## src/sba_pkg.sv

```systemverilog
// constants and carrier types of the secondary bus arbiter
package sba_pkg;
  localparam int         NREQ      = 5;
  localparam logic [7:0] ARB_OFF   = 8'h48;
  localparam logic [7:0] PARK_OFF  = 8'h40;
  localparam int         EXT_BIT   = 9;
  localparam int         BMTO_BIT  = 10;
  localparam int         RFSH_BIT  = 11;
  localparam int         FAIR_LSB  = 12;
  localparam int         TOG_BIT   = 20;
  localparam int         PRI_LSB   = 22;
  localparam logic [4:0] EN_RST    = 5'h1F;
  localparam logic [7:0] FAIR_RST  = 8'h08;
  localparam logic [4:0] PRI_RST   = 5'h01;
  localparam logic [4:0] BM_CYC    = 5'h10;
  localparam logic [2:0] LOW_SLOT  = 3'h5;
  localparam logic [4:0] PARK_OH   = 5'h01;

  typedef enum logic [1:0] {
    ST_IDLE  = 2'b00,
    ST_GRANT = 2'b01,
    ST_BUSY  = 2'b10,
    ST_DROP  = 2'b11
  } sba_state_t;

  typedef struct packed {
    logic        wr;
    logic        rd;
    logic [7:0]  addr;
    logic [3:0]  be;
    logic [31:0] wdata;
  } sba_cfg_t;

  typedef struct packed {
    logic [3:0] req_l;
    logic       frame_l;
    logic       irdy_l;
    logic       ext_gnt_l;
  } sba_pins_t;
endpackage
```

## src/sba_arbiter.sv

```systemverilog
// secondary bus arbiter: internal requester plus four bus masters
module sba_arbiter
  import sba_pkg::*;
(
  input  wire logic        mclk,
  input  wire logic        arst_n,
  input  wire sba_cfg_t    cfg,
  output logic      [31:0] cfg_rdata,
  output logic             cfg_ack,
  input  wire sba_pins_t   pins,
  output logic      [3:0]  gnt_l,
  input  wire logic        int_req,
  output logic             int_gnt,
  output logic             ext_req_l
);

  function automatic logic [2:0] rr_pick(logic [5:0] m, logic [2:0] last);
    logic [2:0] r;
    logic       f;
    r = last;
    f = 1'b0;
    for (int k = 1; k <= 6; k++) begin
      if (!f && m[(int'(last) + k) % 6]) begin
        r = 3'((int'(last) + k) % 6);
        f = 1'b1;
      end
    end
    return r;
  endfunction
  sba_pins_t  pin_s1;
  sba_pins_t  pin_s2;
  logic       frame_d;
  logic [4:0] en;
  logic [4:0] pri;
  logic [7:0] fair;
  logic       ext_mode;
  logic       bm_en;
  logic       rfsh_en;
  logic       tog_en;
  logic       park_en;
  sba_state_t state;
  sba_state_t next_state;
  logic [4:0] g;
  logic [4:0] next_g;
  logic       new_grant;
  logic       rr_used;
  logic [4:0] brk;
  logic [4:0] gone;
  logic [4:0] served;
  logic [2:0] hptr;
  logic [2:0] lptr;
  logic [7:0] fc;
  logic       armed;
  logic [4:0] bmc;
  logic [1:0] tdly;
  // pin synchronisers
  always_ff @(posedge mclk or negedge arst_n) begin
    if (!arst_n) begin
      pin_s1  <= '1;
      pin_s2  <= '1;
      frame_d <= 1'b1;
    end else begin
      pin_s1  <= pins;
      pin_s2  <= pin_s1;
      frame_d <= pin_s2.frame_l;
    end
  end
  // configuration decode
  wire        arb_hit  = cfg.addr == ARB_OFF;
  wire        park_hit = cfg.addr == PARK_OFF;
  wire        wr_arb   = cfg.wr & arb_hit;
  wire        wr_park  = cfg.wr & park_hit;
  wire [31:0] arb_word = {5'h00, pri, 1'b0, tog_en, fair, rfsh_en,
                          bm_en, ext_mode, 4'h0, en};
  wire [31:0] rd_word  = arb_hit  ? arb_word :
                         park_hit ? {31'h0, park_en} : 32'h0;
  always_ff @(posedge mclk or negedge arst_n) begin
    if (!arst_n) begin
      en       <= EN_RST;
      pri      <= PRI_RST;
      fair     <= FAIR_RST;
      ext_mode <= 1'b0;
      bm_en    <= 1'b0;
      rfsh_en  <= 1'b0;
      tog_en   <= 1'b0;
      park_en  <= 1'b0;
    end else begin
      if (wr_arb && cfg.be[0])
        en <= cfg.wdata[4:0];
      if (wr_arb && cfg.be[1]) begin
        ext_mode  <= cfg.wdata[EXT_BIT];
        bm_en     <= cfg.wdata[BMTO_BIT];
        rfsh_en   <= cfg.wdata[RFSH_BIT];
        fair[3:0] <= cfg.wdata[FAIR_LSB +: 4];
      end
      if (wr_arb && cfg.be[2]) begin
        fair[7:4] <= cfg.wdata[FAIR_LSB + 4 +: 4];
        tog_en    <= cfg.wdata[TOG_BIT];
        pri[0]    <= cfg.wdata[PRI_LSB];
      end
      if (wr_arb && cfg.be[3])
        pri[4:1] <= cfg.wdata[PRI_LSB + 1 +: 4];
      if (wr_park && cfg.be[0])
        park_en <= cfg.wdata[0];
    end
  end

  always_ff @(posedge mclk or negedge arst_n) begin
    if (!arst_n) begin
      cfg_rdata <= 32'h0000_0000;
      cfg_ack   <= 1'b0;
    end else begin
      cfg_ack <= cfg.rd | cfg.wr;
      if (cfg.rd)
        cfg_rdata <= rd_word;
    end
  end

  // request qualification
  wire [4:0] req_v      = {~pin_s2.req_l, int_req};
  wire       bus_idle   = pin_s2.frame_l & pin_s2.irdy_l;
  wire       frame_fall = frame_d & ~pin_s2.frame_l;
  wire       granted    = |g;
  wire [4:0] excl       = brk & gone;
  wire       drop_brk   = |(g & excl);
  wire [4:0] elig       = req_v & en & ~excl & {5{~ext_mode}};
  wire       own_req    = |(g & elig);
  wire       others     = |(elig & ~g);
  wire [4:0] hi_m       = elig & pri;
  wire [4:0] lo_m       = elig & ~pri;
  wire [2:0] hsel       = rr_pick({|lo_m, hi_m}, hptr);
  wire [2:0] lsel       = rr_pick({1'b0, lo_m}, lptr);
  wire [2:0] pick       = (hsel == LOW_SLOT) ? lsel : hsel;
  wire [4:0] pick_oh    = 5'h01 << pick;
  wire       bm_run     = (state == ST_GRANT) & bm_en & bus_idle & own_req;
  wire       timeout    = bm_run & (bmc == BM_CYC - 5'h01);
  wire       fair_out   = others & ((fair == 8'h00) ? ~own_req :
                                    (armed & (fc == 8'h00)));
  wire       leave      = granted & (fair_out | (~own_req & others));
  wire       to_park    = park_en & ~others & ~own_req & ~g[0];
  wire       all_served = &(served | brk | ~en);
  wire       refresh    = rfsh_en & (|brk) & all_served;

  always_comb begin
    next_state = state;
    next_g     = g;
    new_grant  = 1'b0;
    rr_used    = 1'b0;
    case (state)
      ST_IDLE: begin
        if (others) begin
          next_g     = pick_oh;
          new_grant  = 1'b1;
          rr_used    = 1'b1;
          next_state = ST_GRANT;
        end else if (park_en) begin
          next_g     = PARK_OH;
          new_grant  = 1'b1;
          next_state = ST_GRANT;
        end
      end
      ST_GRANT, ST_BUSY: begin
        if (timeout || drop_brk) begin
          next_g     = 5'h00;
          next_state = ST_IDLE;
        end else if ((leave || to_park) && bus_idle) begin
          next_g     = to_park ? PARK_OH : pick_oh;
          new_grant  = 1'b1;
          rr_used    = ~to_park;
          next_state = ST_GRANT;
        end else if (leave) begin
          next_g     = 5'h00;
          next_state = ST_DROP;
        end else if (state == ST_GRANT && frame_fall) begin
          next_state = ST_BUSY;
        end else if (state == ST_BUSY && bus_idle) begin
          next_state = ST_GRANT;
        end
      end
      ST_DROP: begin
        if (bus_idle)
          next_state = ST_IDLE;
      end
      default: begin
        next_g     = 5'h00;
        next_state = ST_IDLE;
      end
    endcase
    if (ext_mode) begin
      next_g     = 5'h00;
      next_state = ST_IDLE;
      new_grant  = 1'b0;
      rr_used    = 1'b0;
    end
  end

  always_ff @(posedge mclk or negedge arst_n) begin
    if (!arst_n) begin
      state <= ST_IDLE;
      g     <= 5'h00;
      hptr  <= 3'h0;
      lptr  <= 3'h0;
    end else begin
      state <= next_state;
      g     <= next_g;
      if (rr_used)
        hptr <= hsel;
      if (rr_used && hsel == LOW_SLOT)
        lptr <= lsel;
    end
  end

  always_ff @(posedge mclk or negedge arst_n) begin
    if (!arst_n) begin
      fc    <= FAIR_RST;
      armed <= 1'b0;
    end else if (new_grant) begin
      fc    <= fair;
      armed <= 1'b0;
    end else begin
      if (granted && frame_fall)
        armed <= 1'b1;
      if (armed && others && fc != 8'h00)
        fc <= fc - 8'h01;
    end
  end

  always_ff @(posedge mclk or negedge arst_n) begin
    if (!arst_n)
      bmc <= 5'h00;
    else if (!bm_run || new_grant)
      bmc <= 5'h00;
    else
      bmc <= bmc + 5'h01;
  end

  // per-requester broken tracking
  for (genvar i = 0; i < NREQ; i++) begin : g_req
    always_ff @(posedge mclk or negedge arst_n) begin
      if (!arst_n) begin
        brk[i]    <= 1'b0;
        gone[i]   <= 1'b0;
        served[i] <= 1'b0;
      end else begin
        if (timeout && g[i])
          brk[i] <= 1'b1;
        else if (refresh)
          brk[i] <= 1'b0;
        if (timeout && g[i])
          gone[i] <= 1'b0;
        else if (brk[i] && !req_v[i])
          gone[i] <= 1'b1;
        else if (refresh)
          gone[i] <= 1'b0;
        if (timeout || refresh)
          served[i] <= 1'b0;
        else if (new_grant && next_g[i])
          served[i] <= 1'b1;
      end
    end
  end

  always_ff @(posedge mclk or negedge arst_n) begin
    if (!arst_n)
      tdly <= 2'b00;
    else
      tdly <= {tdly[0], frame_fall & granted & tog_en};
  end

  wire       hole = tdly[1];
  wire [4:0] gout = g & ~{5{hole}};

  assign gnt_l     = ~gout[4:1];
  assign int_gnt   = ext_mode ? ~pin_s2.ext_gnt_l : gout[0];
  assign ext_req_l = ~(ext_mode & int_req);
endmodule

```

## config.mk

```make
export PLATFORM = sky130hd
export DESIGN_NAME = sba_arbiter
export DESIGN_NICKNAME = d
export VERILOG_FILES = /design/src/sba_pkg.sv /design/src/sba_arbiter.sv
export SDC_FILE = /design/constraint.sdc
export NUM_CORES = 1
export LEC_CHECK = 0
export ABC_AREA = 1
export BUFFER_PORTS_ARGS = -buffer_cell sky130_fd_sc_hd__buf_2
export CAP_MARGIN = 40
export CORE_MARGIN = 2
export CORE_UTILIZATION = 59
export CTS_CLUSTER_DIAMETER = 200
export DETAILED_ROUTE_END_ITERATION = 7
export GPL_TIMING_DRIVEN = 0
export PLACE_DENSITY_LB_ADDON = 0.2
export SYNTH_ARGS = -nofsm -noshare
export SYNTH_HDL_FRONTEND = slang
export SYNTH_SLANG_ARGS = --single-unit
```

## constraint.sdc

```tcl
create_clock -name mclk -period 4.25 [get_ports mclk]
set_clock_uncertainty 0.05 [all_clocks]
set_input_delay 0.85 -clock mclk [delete_from_list [all_inputs] [get_ports mclk]]
set_output_delay 0.85 -clock mclk [all_outputs]
set_load 0.05 [all_outputs]
```

---- After elaboration in Yosys (flattened, before gate mapping) ----
Cells that the tools add are included.
storage, ports and cells
  output and inout bits ................... 39
  bits in registers ....................... 115
  logic and storage cells ................. 352
  bits of input ports ..................... 56
operators by class
  div/mod/pow operators ................... 12
  mux-type cells .......................... 123
  $lt $le $gt $ge ......................... 12
  reductions and logical operators ........ 87
  add/sub/neg operators ................... 14
  shifts and indexed selects .............. 1
  bitwise logic cells ..................... 49
  eq/ne operators ......................... 10
operator list
  operator                 number
  $lt A32 B5 Y1 const B    12
  $mod A32 B4 Y32 const B  12
  $mux W1                  74
  $and A5 B5 Y5            10
  $mux W5                  8
  $mux W3                  13
  $logic_and A1 B1 Y1      37
  $bmux W1 S3              12
  $reduce_or A5 Y1         6
  $mux W27                 1
  $not A5 Y5               5
  $add A3 B3 Y4 const B    6
  $reduce_bool A2 Y1       12
  $and A1 B1 Y1            20
  $mux W2                  9
  $add A3 B2 Y4 const B    4
  $eq A8 B7 Y1 const B     2
  $logic_not A1 Y1         16
  $logic_not A8 Y1         2
  $mux W8                  2
  $reduce_bool A3 Y1       5
  $or A5 B5 Y5             2
  $pmux W5 S2              1
  $add A3 B1 Y4 const B    2
  21 further kinds         35

---- Logic depth before layout (Yosys ltp) ----
Gate-level depths: netlist of the first run.
  depth after elaboration ................. 36
  mapped depth ............................ 36
  depth with buffers taken out ............ 34

---- Least setup slack after synthesis of the first run ----
Ideal clock, no wire load.
  kind .................................... register to register
  start point ............................. register hptr[1]
  end point ............................... register served[0]
  setup slack ............................. 846 ps
  data required time ...................... 4076 ps
  arrival ................................. 3231 ps
  library setup time ...................... 124 ps
  clock period less this slack ............ 3404 ps
  buffers on the path ..................... 0
  cell stages (with the launch flop) ...... 32
  path through ............................ dfrtp_1 > inv_1 > ha_1 > a21oi_1 > inv_1 > ha_1 > nor2_1 > nand2_1 > nand2_1 > nand2_1 > nand2_1 > nand2_1 > nand2_1 > nand2_1 > nand2_1 > nor2_4 > nor2_4 > nand3_2 > nand2_1 > inv_1 > nand2_1 > nand2_1 > nand2_2 > nand2_2 > o21ai_4 > inv_2 > nand3_1 > nand2_1 > nand2_1 > nand3_2 > nand3_1 > a21oi_1
between the ends
  cells in the longest elaborated chain, start to end .. 31
  elaborated cells between the ends (all ways) .. 62
  those cells by class .................... 6 x add/sub; 6 x div; 1 x eq/ne; 1 x shift; 36 x mux; 12 x reduce/logical
ends and longest elaborated chain
  item                                        RTL line                              source
  start, declared                             sba_arbiter.sv:50                     logic [2:0] hptr;
  start signal, assigned                      sba_arbiter.sv:207                    hptr <= hsel;
  $add A3 B1 Y4                               sba_arbiter.sv:23, sba_arbiter.sv:24
  $mod A32 B4 Y32                             sba_arbiter.sv:23, sba_arbiter.sv:24
  $bmux W1 S3                                 sba_arbiter.sv:23                     if (!f && m[(int'(last) + k) % 6]) begin
  $mux W1 (implied by the code) (2 in a row)  sba_arbiter.sv:23
  $mux W1                                     sba_arbiter.sv:23
  $logic_not A1 Y1                            sba_arbiter.sv:23
  $logic_and A1 B1 Y1                         sba_arbiter.sv:23
  $mux W1                                     sba_arbiter.sv:23
  [14 not listed]                             n/a
  $shl A1 B3 Y5 *                             sba_arbiter.sv:134                    wire [4:0] pick_oh = 5'h01 << pick;
  $mux W5                                     sba_arbiter.sv:167                    next_g = to_park ? PARK_OH : pick_oh;
  $mux W5                                     sba_arbiter.sv:166                    end else if ((leave || to_park) && bus_idle) begin
  $mux W5                                     sba_arbiter.sv:163                    if (timeout || drop_brk) begin
  $pmux W5 S2 *                               sba_arbiter.sv:149                    case (state)
  $mux W5 *                                   sba_arbiter.sv:189                    if (ext_mode) begin
  $logic_and A1 B1 Y1 *                       sba_arbiter.sv:257                    else if (new_grant && next_g[i])
  $reduce_bool A2 Y1 (no line) *              n/a
  end signal, assigned by index               sba_arbiter.sv:243                    served[i] <= 1'b0;
  end signal, assigned by index               sba_arbiter.sv:256                    served[i] <= 1'b0;
  end signal, assigned by index               sba_arbiter.sv:258                    served[i] <= 1'b1;
  end, declared                               sba_arbiter.sv:49                     logic [4:0] served;
Mark *: on every way between the ends. The rest lies on a longest branch, timed or not. The select of a mux whose other input is x is not followed.
A chain may end at the register's enable or synchronous reset.

---- Worst setup path in the final report of the first run ----
Ends and elaborated chain as after synthesis.

==> results.py, run 1 <==
metrics = {
    "global_route": {
        "overflow": 0,
        "grt_first_pass_wirelength_um": 29300,
        "grtUsageTotal_pct": 28.7,
        "antenna_found_initial": 1,
        "grt_max_degree": 64,
        "grt_pass1_vias": 6293,
    },
    "drt": {
        "postRouteAntennaNets": 0,
        "vias": 6570,
        "detail_route.wl_per_cell_um": 14.3,
        "via_per_inst": 5.45,
        "route.detailed.drc": 0,
        "drt_pass1_iterations": 5,
        "dr.first_iter.drc_count": 525,
        "wirelength_um": 17200,
    },
    "synth": {
        "synth_ff_type": "dfrtp_1",
        "ys_ff_latch": 105,
        "synth-edff-count": 0,
        "ys_async_sr_fraction_pct": 100,
        "synthesis.area_um2": 6840,
        "netlist_instances": 958,
        "yosysWarnings": 0,
        "syn_avg_cell_area_um2": 7.14,
        "synthDistinctLibCells": 48,
        "ys_seq_area_share_pct": 38.8,
    },
    "timing": {
        "maxSlewHeadroom_pct": 44.4,
        "min_period_over_period_pct": 89.8,
        "tightestPinTransition_ns": 0.827,
        "fmax_ghz": 0.262,
        "period_minus_slack_ns": 3.82,
        "setup_slack_ns": 0.432,
        "hold_viol": 0,
        "tns_ns": 0,
        "setup_viol": 0,
        "slew_viol_final": 0,
    },
    "setup_path": {
        "worstSetupStartpointType": "flip-flop",
        "path_buf_inv": 3,
        "crit_path_frequent_cell": "nand2_1",
        "critPathCaptureType": "flip-flop",
        "crit_required_ns": 4.47,
        "crit_arrival_ns": 4.04,
        "critPathKind": "reg2reg",
        "critPathSlowestCell": "dfrtp_2",
        "crit_fanout": 7,
        "slowest_delay_ns": 0.44,
        "crit_family": "simple AND/OR/NAND/NOR gates",
    },
    "power_and_ir_drop": {
        "report.power.total_mw": 5.03,
        "power_density_nw_per_um2": 639,
        "leakagePower_nw": 4.24,
        "peakVddDrop_v": 0.000752,
    },
    "final_layout": {
        "fillCellCount": 1025,
        "final_common_cell": "nand2_1",
        "fin_nets": 1139,
        "final_cell_mix": "nand2_1, inv_1, nand3_1",
        "multiInputGateArea_um2": 3510,
        "synthToLayoutAreaGrowth_pct": 15.0,
        "final_layout_size_suffix_gt1_share_pct": 18.0,
        "seq_area_um2": 2660,
    },
    "outcome": {
        "status": "finished, final reports clean",
    },
    "clock_network": {
        "htree_levels": 3,
        "clk-insertion-delay-late_ns": 0.35,
        "clockRootBuffer": "clkbuf_16",
        "clk_pin_slew_ns": 0.07,
        "postCtsHoldBufs": 0,
        "cts_sinks": 105,
        "cts_max_path_buffers": 2,
        "cts_made_buffers": 9,
        "tritoncts": "done",
    },
    "placed_design": {
        "place_ws_ns": 0.157,
        "place_congestion": 0.935,
        "dpl.hpwl_um": 13200,
        "portBuffers": 74,
    },
    "hold_path": {
        "hold_path.class": "reg2reg",
    },
    "floorplan": {
        "die_h_um": 112,
        "io_pins": 95,
        "start_util_pct": 60.2,
        "core.rowCount": 39,
        "core_um2": 11400,
        "die_area_um2": 12500,
        "die_x_um": 112,
    },
    "run": {
        "maxCapViolCount": 0,
    },
}
## cells by family (layout without fill, tap and decap cells)
kind of cell,after synthesis,after routing,share of synthesized area (%)
flip-flops,105,105,38.8
other,1,11,0.0548
multiplexers,1,1,0.165
buffers and inverters,182,277,10.7
XOR/XNOR,11,11,1.41
AND/OR/NAND/NOR,495,495,31.8
AO/OA/AOI/OAI,137,137,12.2
adder cells (fa/ha/maj),26,26,4.75
## cells in the mapped netlist (9+ instances only)
library cell | instances | area share (%)
nand2_2 | 11 | 1.0
nand4_1 | 22 | 2.0
dfrtp_1 | 82 | 30
inv_2 | 12 | 0.66
buf_4 | 12 | 1.3
xor2_1 | 9 | 1.2
inv_1 | 143 | 7.8
o31ai_1 | 21 | 2.3
ha_1 | 26 | 4.8
o21ai_1 | 15 | 1.1
nor2_1 | 74 | 4.1
dfstp_2 | 23 | 8.8
nand2_1 | 262 | 14
a21oi_1 | 37 | 2.7
o21ai_0 | 37 | 2.7
nand3_1 | 94 | 6.9
## per-layer routing
layer	vias to the layer above	track usage, %	share of wire [%]
met5	-	0	0
met4	0	9.96	2.9
met3	37	3.59	4.0
met2	166	48.6	50
met1	3088	38.2	43
li1	3279	-	-
## what timing repair did
item | 4_1_cts | 5_1_grt
endpoints found under the setup margin | 0 | 11
buffers inserted | 0 | 4
gates resized for setup | 0 | 22
## report_power, final
group          leakage, nW  switching, mW  total, mW  internal (mW)
Clock                0.155          0.362      0.910          0.549
Combinational         2.82           2.04       2.98          0.947
Sequential            1.26         0.0598       1.13           1.07
## area by class of cell
class | count | area share, %
well taps | 143 | 2.27
multi-input cells | 680 | 44.6
flip-flops and latches | 105 | 33.8
clock buffers | 12 | 3.26
diodes | 1 | 0.0318
inverters | 156 | 7.51
plain buffers | 26 | 2.08
repair buffers | 79 | 5.47
clock inverters | 4 | 0.954
## state kept, by name (all words and copies together), names as in the netlist, 2 cells and up
name,flops
fair,8
pri,5
gone,5
pin_s1,7
state,2
cfg_rdata,22
brk,5
fc,8
hptr,3
bmc,5
pin_s2,7
en,5
tdly,2
served,5
g,5
lptr,3
## final timing paths
check	end	startpoint	cells after the start	slack (ns)
worst min register to register	pin_s2[4]$_DFF_PN1_	pin_s1[4]$_DFF_PN1_	0	0.30
min in group asynchronous	fc[4]$_DFFE_PN0P_	arst_n	1	0.44
max in group asynchronous	pin_s1[5]$_DFF_PN1_	arst_n	2	2.99
worst max-delay path	served[0]$_DFFE_PN0P_	hptr[1]$_DFFE_PN0P_	28	0.43
worst min-delay path	pin_s2[4]$_DFF_PN1_	pin_s1[4]$_DFF_PN1_	0	0.30
worst max register to register	served[0]$_DFFE_PN0P_	hptr[1]$_DFFE_PN0P_	28	0.43
## through the flow
stage               hold slack, ns  cell area [µm²]  cells  util [%]
CTS                          0.299             7790   1201      68.5
global route                 0.298             7870   1206      69.2
detailed placement           0.289             7460   1185      65.6
finish                       0.298             7870   1206      69.2
floorplan                    0.281             6880    967         -
global placement             0.294             7430   1184      65.3
(Power assumes the default switching activity.)
==> run 2, diff against run 1 <==
--- a/config.mk
+++ b/config.mk
@@ -8,12 +8,13 @@
 export ABC_AREA = 1
 export BUFFER_PORTS_ARGS = -buffer_cell sky130_fd_sc_hd__buf_2
 export CAP_MARGIN = 40
+export CORE_ASPECT_RATIO = 0.75
 export CORE_MARGIN = 2
 export CORE_UTILIZATION = 59
 export CTS_CLUSTER_DIAMETER = 200
 export DETAILED_ROUTE_END_ITERATION = 7
 export GPL_TIMING_DRIVEN = 0
-export PLACE_DENSITY_LB_ADDON = 0.2
+export PLACE_DENSITY_LB_ADDON = 0.3
 export SYNTH_ARGS = -nofsm -noshare
 export SYNTH_HDL_FRONTEND = slang
 export SYNTH_SLANG_ARGS = --single-unit
==> results.py, run 2 (synthesized netlist as in run 1, its figures left out) <==
metrics = {
    "global_route": {
        "grtUsageTotal_pct": 28.7,
        "grtUsageMet1_pct": 45.5,
        "overflow": 0,
        "grt_first_pass_wirelength_um": 28600,
        "grt_util_met3_pct": 5.12,
        "grt_max_degree": 57,
        "grt_pass1_vias": 5877,
        "grtUsageMet2_pct": 41.9,
        "top_usage_layer": "met1",
        "antenna_found_initial": 0,
    },
    "drt": {
        "via_per_inst": 5.45,
        "vias": 6585,
        "detail_route.wl_per_cell_um": 14.3,
        "postRouteAntennaNets": 0,
        "drt_pass1_iterations": 5,
        "dr.first_iter.drc_count": 654,
        "wirelength_um": 17300,
        "route.detailed.drc": 0,
    },
    "final_layout": {
        "diodes": 0,
        "final_cell_mix": "nand2_1, inv_1, nand3_1",
        "synthToLayoutAreaGrowth_pct": 14.7,
        "max_flop_register": "cfg_rdata",
        "final_layout_size_suffix_gt1_share_pct": 17.9,
        "layout.cells.non_filler": 1209,
        "top_regs": "cfg_rdata (22), fair (8), fc (8)",
        "final_common_cell": "nand2_1",
        "fin_nets": 1142,
        "largest_reg_flops": 22,
        "final_util_pct": 68.6,
        "final_area_um2": 7850,
    },
    "clock_network": {
        "clockRootBuffer": "clkbuf_16",
        "postCtsHoldBufs": 0,
        "cts_made_buffers": 9,
        "cts_max_path_buffers": 2,
        "tritoncts": "done",
        "cts_sinks": 105,
        "clk-insertion-delay-late_ns": 0.34,
        "htree_levels": 3,
        "clk_pin_slew_ns": 0.07,
    },
    "floorplan": {
        "die_h_um": 97.3,
        "core_um2": 11400,
        "io_pins": 95,
        "die_area_um2": 12500,
        "core.rowCount": 34,
        "start_util_pct": 59.8,
        "die_x_um": 128,
    },
    "timing": {
        "slew_viol_final": 0,
        "min_period_over_period_pct": 90.8,
        "hold_viol": 0,
        "setup_viol": 0,
        "maxSlewHeadroom_pct": 45.6,
        "period_minus_slack_ns": 3.86,
        "hold_ws_ns": 0.307,
        "tightestPinTransition_ns": 0.810,
        "setup_slack_ns": 0.391,
        "tns_ns": 0,
        "fmax_ghz": 0.259,
    },
    "placed_design": {
        "place_area_um2": 7460,
        "dpl.hpwl_um": 13400,
        "place_ws_ns": 0.0894,
        "portBuffers": 74,
        "place_congestion": 0.965,
        "dp_cells": 1186,
    },
    "power_and_ir_drop": {
        "power_density_nw_per_um2": 641,
        "report.power.total_mw": 5.03,
        "peakVddDrop_v": 0.000418,
        "leakagePower_nw": 4.23,
    },
    "setup_path": {
        "critPathKind": "reg2reg",
        "crit_required_ns": 4.47,
        "worstSetupStartpointType": "flip-flop",
        "critPathSlowestCell": "dfrtp_2",
        "slowest_delay_ns": 0.46,
        "reg2reg_to": "served[2]$_DFFE_PN0P_",
        "critPathCaptureType": "flip-flop",
        "reg2regPathDepth": 25,
        "crit_fanout": 8,
        "crit_arrival_ns": 4.07,
        "crit_path_frequent_cell": "nand2_1",
        "rr_startpoint": "hptr[2]$_DFFE_PN0P_",
        "cp-startpoint": "hptr[2]$_DFFE_PN0P_",
        "reg2reg_setup_slack_ns": 0.39,
    },
    "hold_path": {
        "holdPathEnd": "pin_s2[2]$_DFF_PN1_",
        "min-delay-start": "pin_s1[2]$_DFF_PN1_",
        "min_path_cells": 0,
        "hold_path.class": "reg2reg",
    },
    "outcome": {
        "status": "finished, final reports clean",
    },
    "run": {
        "maxCapViolCount": 0,
    },
}
## run 2: changes by cell type in the layout (fill, tap and decap cells not counted), moves of 2 or more
cell and change:
clkbuf_8 -2, nand3_2 -2, inv_6 +2, buf_4 +4
## run 2: worst max-delay path by stage
stage	endpoint
3_3_place_gp	served[0]$_DFFE_PN0P_
4_1_cts	served[2]$_DFFE_PN0P_
2_1_floorplan	served[0]$_DFFE_PN0P_
5_1_grt	served[2]$_DFFE_PN0P_
6_report	served[2]$_DFFE_PN0P_
3_5_place_dp	served[0]$_DFFE_PN0P_
## run 2: repair_timing
action / CTS / global route
endpoints found under the hold margin: 0 / 0
gates resized for setup: 0 / 19
setup endpoints to repair: 0 / 13
setup buffers: 0 / 7
## run 2: worst max-delay path: cells and delay by family, from the launching register on
| family | cells | cell delay, ns |
|---|---|---|
| AND/OR/NAND/NOR | 16 | 1.57 |
| adder cells (fa/ha/maj) | 2 | 0.53 |
| flip-flops | 1 | 0.46 |
| buffers and inverters | 3 | 0.22 |
| AO/OA/AOI/OAI | 4 | 0.92 |
## run 2: cell type report
type / count / area [µm²]
Multi-Input combinational cell: 680 / 3510
Sequential cell: 105 / 2660
Inverter: 156 / 588
Clock buffer: 11 / 233
Timing Repair Buffer: 82 / 453
Clock inverter: 5 / 63.8
Buffer: 26 / 160
Fill cell: 948 / 3600
Tap cell: 144 / 180
## run 2: per-layer routing
metal | vias to the layer above | wire, µm
met2 | 285 | 7110
met1 | 2990 | 8470
met5 | - | 0
met3 | 21 | 1530
li1 | 3289 | -
met4 | 0 | 187
## run 2: power breakdown
group	internal, mW	leakage (nW)	switching (mW)
Clock	0.464	0.141	0.366
Sequential	1.07	1.26	0.0649
Combinational	1.01	2.83	2.05
Total	2.55	4.23	2.48
==> run 3, diff against run 2 <==
--- a/config.mk
+++ b/config.mk
@@ -10,7 +10,7 @@
 export CAP_MARGIN = 40
 export CORE_ASPECT_RATIO = 0.75
 export CORE_MARGIN = 2
-export CORE_UTILIZATION = 59
+export CORE_UTILIZATION = 53
 export CTS_CLUSTER_DIAMETER = 200
 export DETAILED_ROUTE_END_ITERATION = 7
 export GPL_TIMING_DRIVEN = 0
==> constraint.sdc (replaced) <==
create_clock -name mclk -period 3.1 [get_ports mclk]
set_clock_uncertainty 0.05 [all_clocks]
set_input_delay 0.31 -clock mclk [delete_from_list [all_inputs] [get_ports mclk]]
set_output_delay 0.31 -clock mclk [all_outputs]
set_load 0.05 [all_outputs]
==> results.py, run 3 (synthesized netlist as in run 1, its figures left out) <==
metrics = {
    "drt": {
        "drt_pass1_iterations": 6,
        "postRouteAntennaNets": 0,
        "vias": 7039,
        "detail_route.wl_per_cell_um": 15.3,
        "route.detailed.drc": 0,
        "wirelength_um": 19700,
        "dr.first_iter.drc_count": 732,
        "via_per_inst": 5.47,
    },
    "placed_design": {
        "place_congestion": 0.958,
        "portBuffers": 74,
        "place_area_um2": 7640,
        "dpl.hpwl_um": 13700,
    },
    "clock_network": {
        "htree_levels": 3,
        "clk-insertion-delay-late_ns": 0.35,
        "cts_made_buffers": 9,
        "clockRootBuffer": "clkbuf_16",
        "cts_max_path_buffers": 2,
        "cts_sinks": 105,
        "clk_pin_slew_ns": 0.07,
        "tritoncts": "done",
    },
    "power_and_ir_drop": {
        "power_density_nw_per_um2": 997,
        "report.power.total_mw": 8.89,
        "leakagePower_nw": 4.56,
        "peakVddDrop_v": 0.000979,
    },
    "global_route": {
        "grtUsageTotal_pct": 28.6,
        "grt_max_degree": 61,
        "overflow": 0,
        "antenna_found_initial": 0,
        "grt_pass1_vias": 6342,
        "grt_first_pass_wirelength_um": 31200,
    },
    "timing": {
        "hold_viol": 0,
        "fmax_ghz": 0.277,
        "slew_viol_final": 0,
        "rsz0062_at_grt": "true",
        "setup_slack_ns": -0.513,
        "period_minus_slack_ns": 3.61,
        "min_period_over_period_pct": 117,
        "tightestPinTransition_ns": 0.661,
        "maxSlewHeadroom_pct": 55.6,
        "setup_viol": 13,
    },
    "setup_path": {
        "crit_family": "simple AND/OR/NAND/NOR gates",
        "path_buf_inv": 3,
        "crit_path_frequent_cell": "nand2_1",
        "critPathSlowestCell": "dfrtp_2",
        "critPathCaptureType": "flip-flop",
        "crit_arrival_ns": 3.83,
        "crit_required_ns": 3.32,
        "critPathKind": "reg2reg",
        "slowest_delay_ns": 0.47,
        "worstSetupStartpointType": "flip-flop",
        "crit_fanout": 6,
    },
    "floorplan": {
        "die_h_um": 102,
        "core_um2": 12400,
        "core.rowCount": 35,
        "start_util_pct": 55.0,
        "die_x_um": 135,
        "io_pins": 95,
        "die_area_um2": 13800,
    },
    "run": {
        "maxCapViolCount": 0,
    },
    "final_layout": {
        "synthToLayoutAreaGrowth_pct": 30.2,
        "final_area_um2": 8910,
        "final_layout_size_suffix_gt1_share_pct": 30.3,
        "top_regs": "cfg_rdata (22), fair (8), fc (8)",
        "fin_nets": 1198,
        "max_flop_register": "cfg_rdata",
        "final_cell_mix": "nand2_1, inv_1, nand3_1",
        "final_common_cell": "nand2_1",
        "diodes": 0,
        "largest_reg_flops": 22,
    },
    "outcome": {
        "violations": "negative setup slack",
        "status": "finished with violations",
    },
    "hold_path": {
        "hold_path.class": "in2reg",
    },
}
-- run 3: metal layers --
layer / track usage (%) / up-vias / wire length, µm
li1: - / 3396 / -
met1: 42.2 / 3304 / 8950
met2: 43.6 / 311 / 8820
met3: 6.40 / 28 / 1730
met4: 5.85 / 0 / 227
met5: 0 / - / 0
-- run 3: per-stage QoR --
stage               TNS, ns  setup slack, ns  instances  utilization [%]  hold WS, ns
global placement      -7.28           -0.636       1207             61.2        0.287
CTS                   -3.35           -0.388       1262             68.3      0.00149
floorplan            -0.367          -0.0858        967                -      -0.0356
detailed placement    -7.72           -0.667       1208             61.5        0.293
finish                -4.87           -0.513       1287             71.6        0.139
global route          -8.33           -0.748       1287             71.6        0.146
-- run 3: layout make-up --
cell class | instances | area (µm²)
multi-input cells | 680 | 4030
fillers | 974 | 3530
flip-flops and latches | 105 | 2660
repair buffers | 139 | 902
inverters | 156 | 612
clock buffers | 11 | 233
well taps | 166 | 208
plain buffers | 25 | 180
clock inverters | 5 | 80.1
-- run 3: path summary, 6_finish.rpt --
check                                    start                     to  slack [ns]  depth (start not counted)
setup / recovery           hptr[2]$_DFFE_PN0P_  served[2]$_DFFE_PN0P_       -0.51                         25
hold / removal                          cfg[4]      en[4]$_DFFE_PN1P_        0.14                          3
setup reg to reg           hptr[2]$_DFFE_PN0P_  served[2]$_DFFE_PN0P_       -0.51                         25
hold reg to reg              tdly[0]$_DFF_PN0_      tdly[1]$_DFF_PN0_        0.30                          0
max in group asynchronous               arst_n      en[0]$_DFFE_PN1P_        1.79                          3
min in group asynchronous               arst_n  served[0]$_DFFE_PN0P_        0.47                          2
-- run 3: worst min-delay path, stage by stage --
cell     delay [ns]
buf_2          0.09
nor2_1         0.09
a21oi_1        0.04
-- run 3: what timing repair did --
action / 4_1_cts / 5_1_grt
hold buffers: 3 / 5
setup endpoints to repair: 24 / 30
hold endpoints to repair: 29 / 5
gates resized for setup: 68 / 65
pin swaps: 66 / 44
setup buffers: 36 / 19
gates cloned: 0 / 1
-- run 3: where the power goes --
group	switching, mW	internal, mW
clock	0.497	0.707
combinational	3.75	2.35
sequential	0.110	1.47
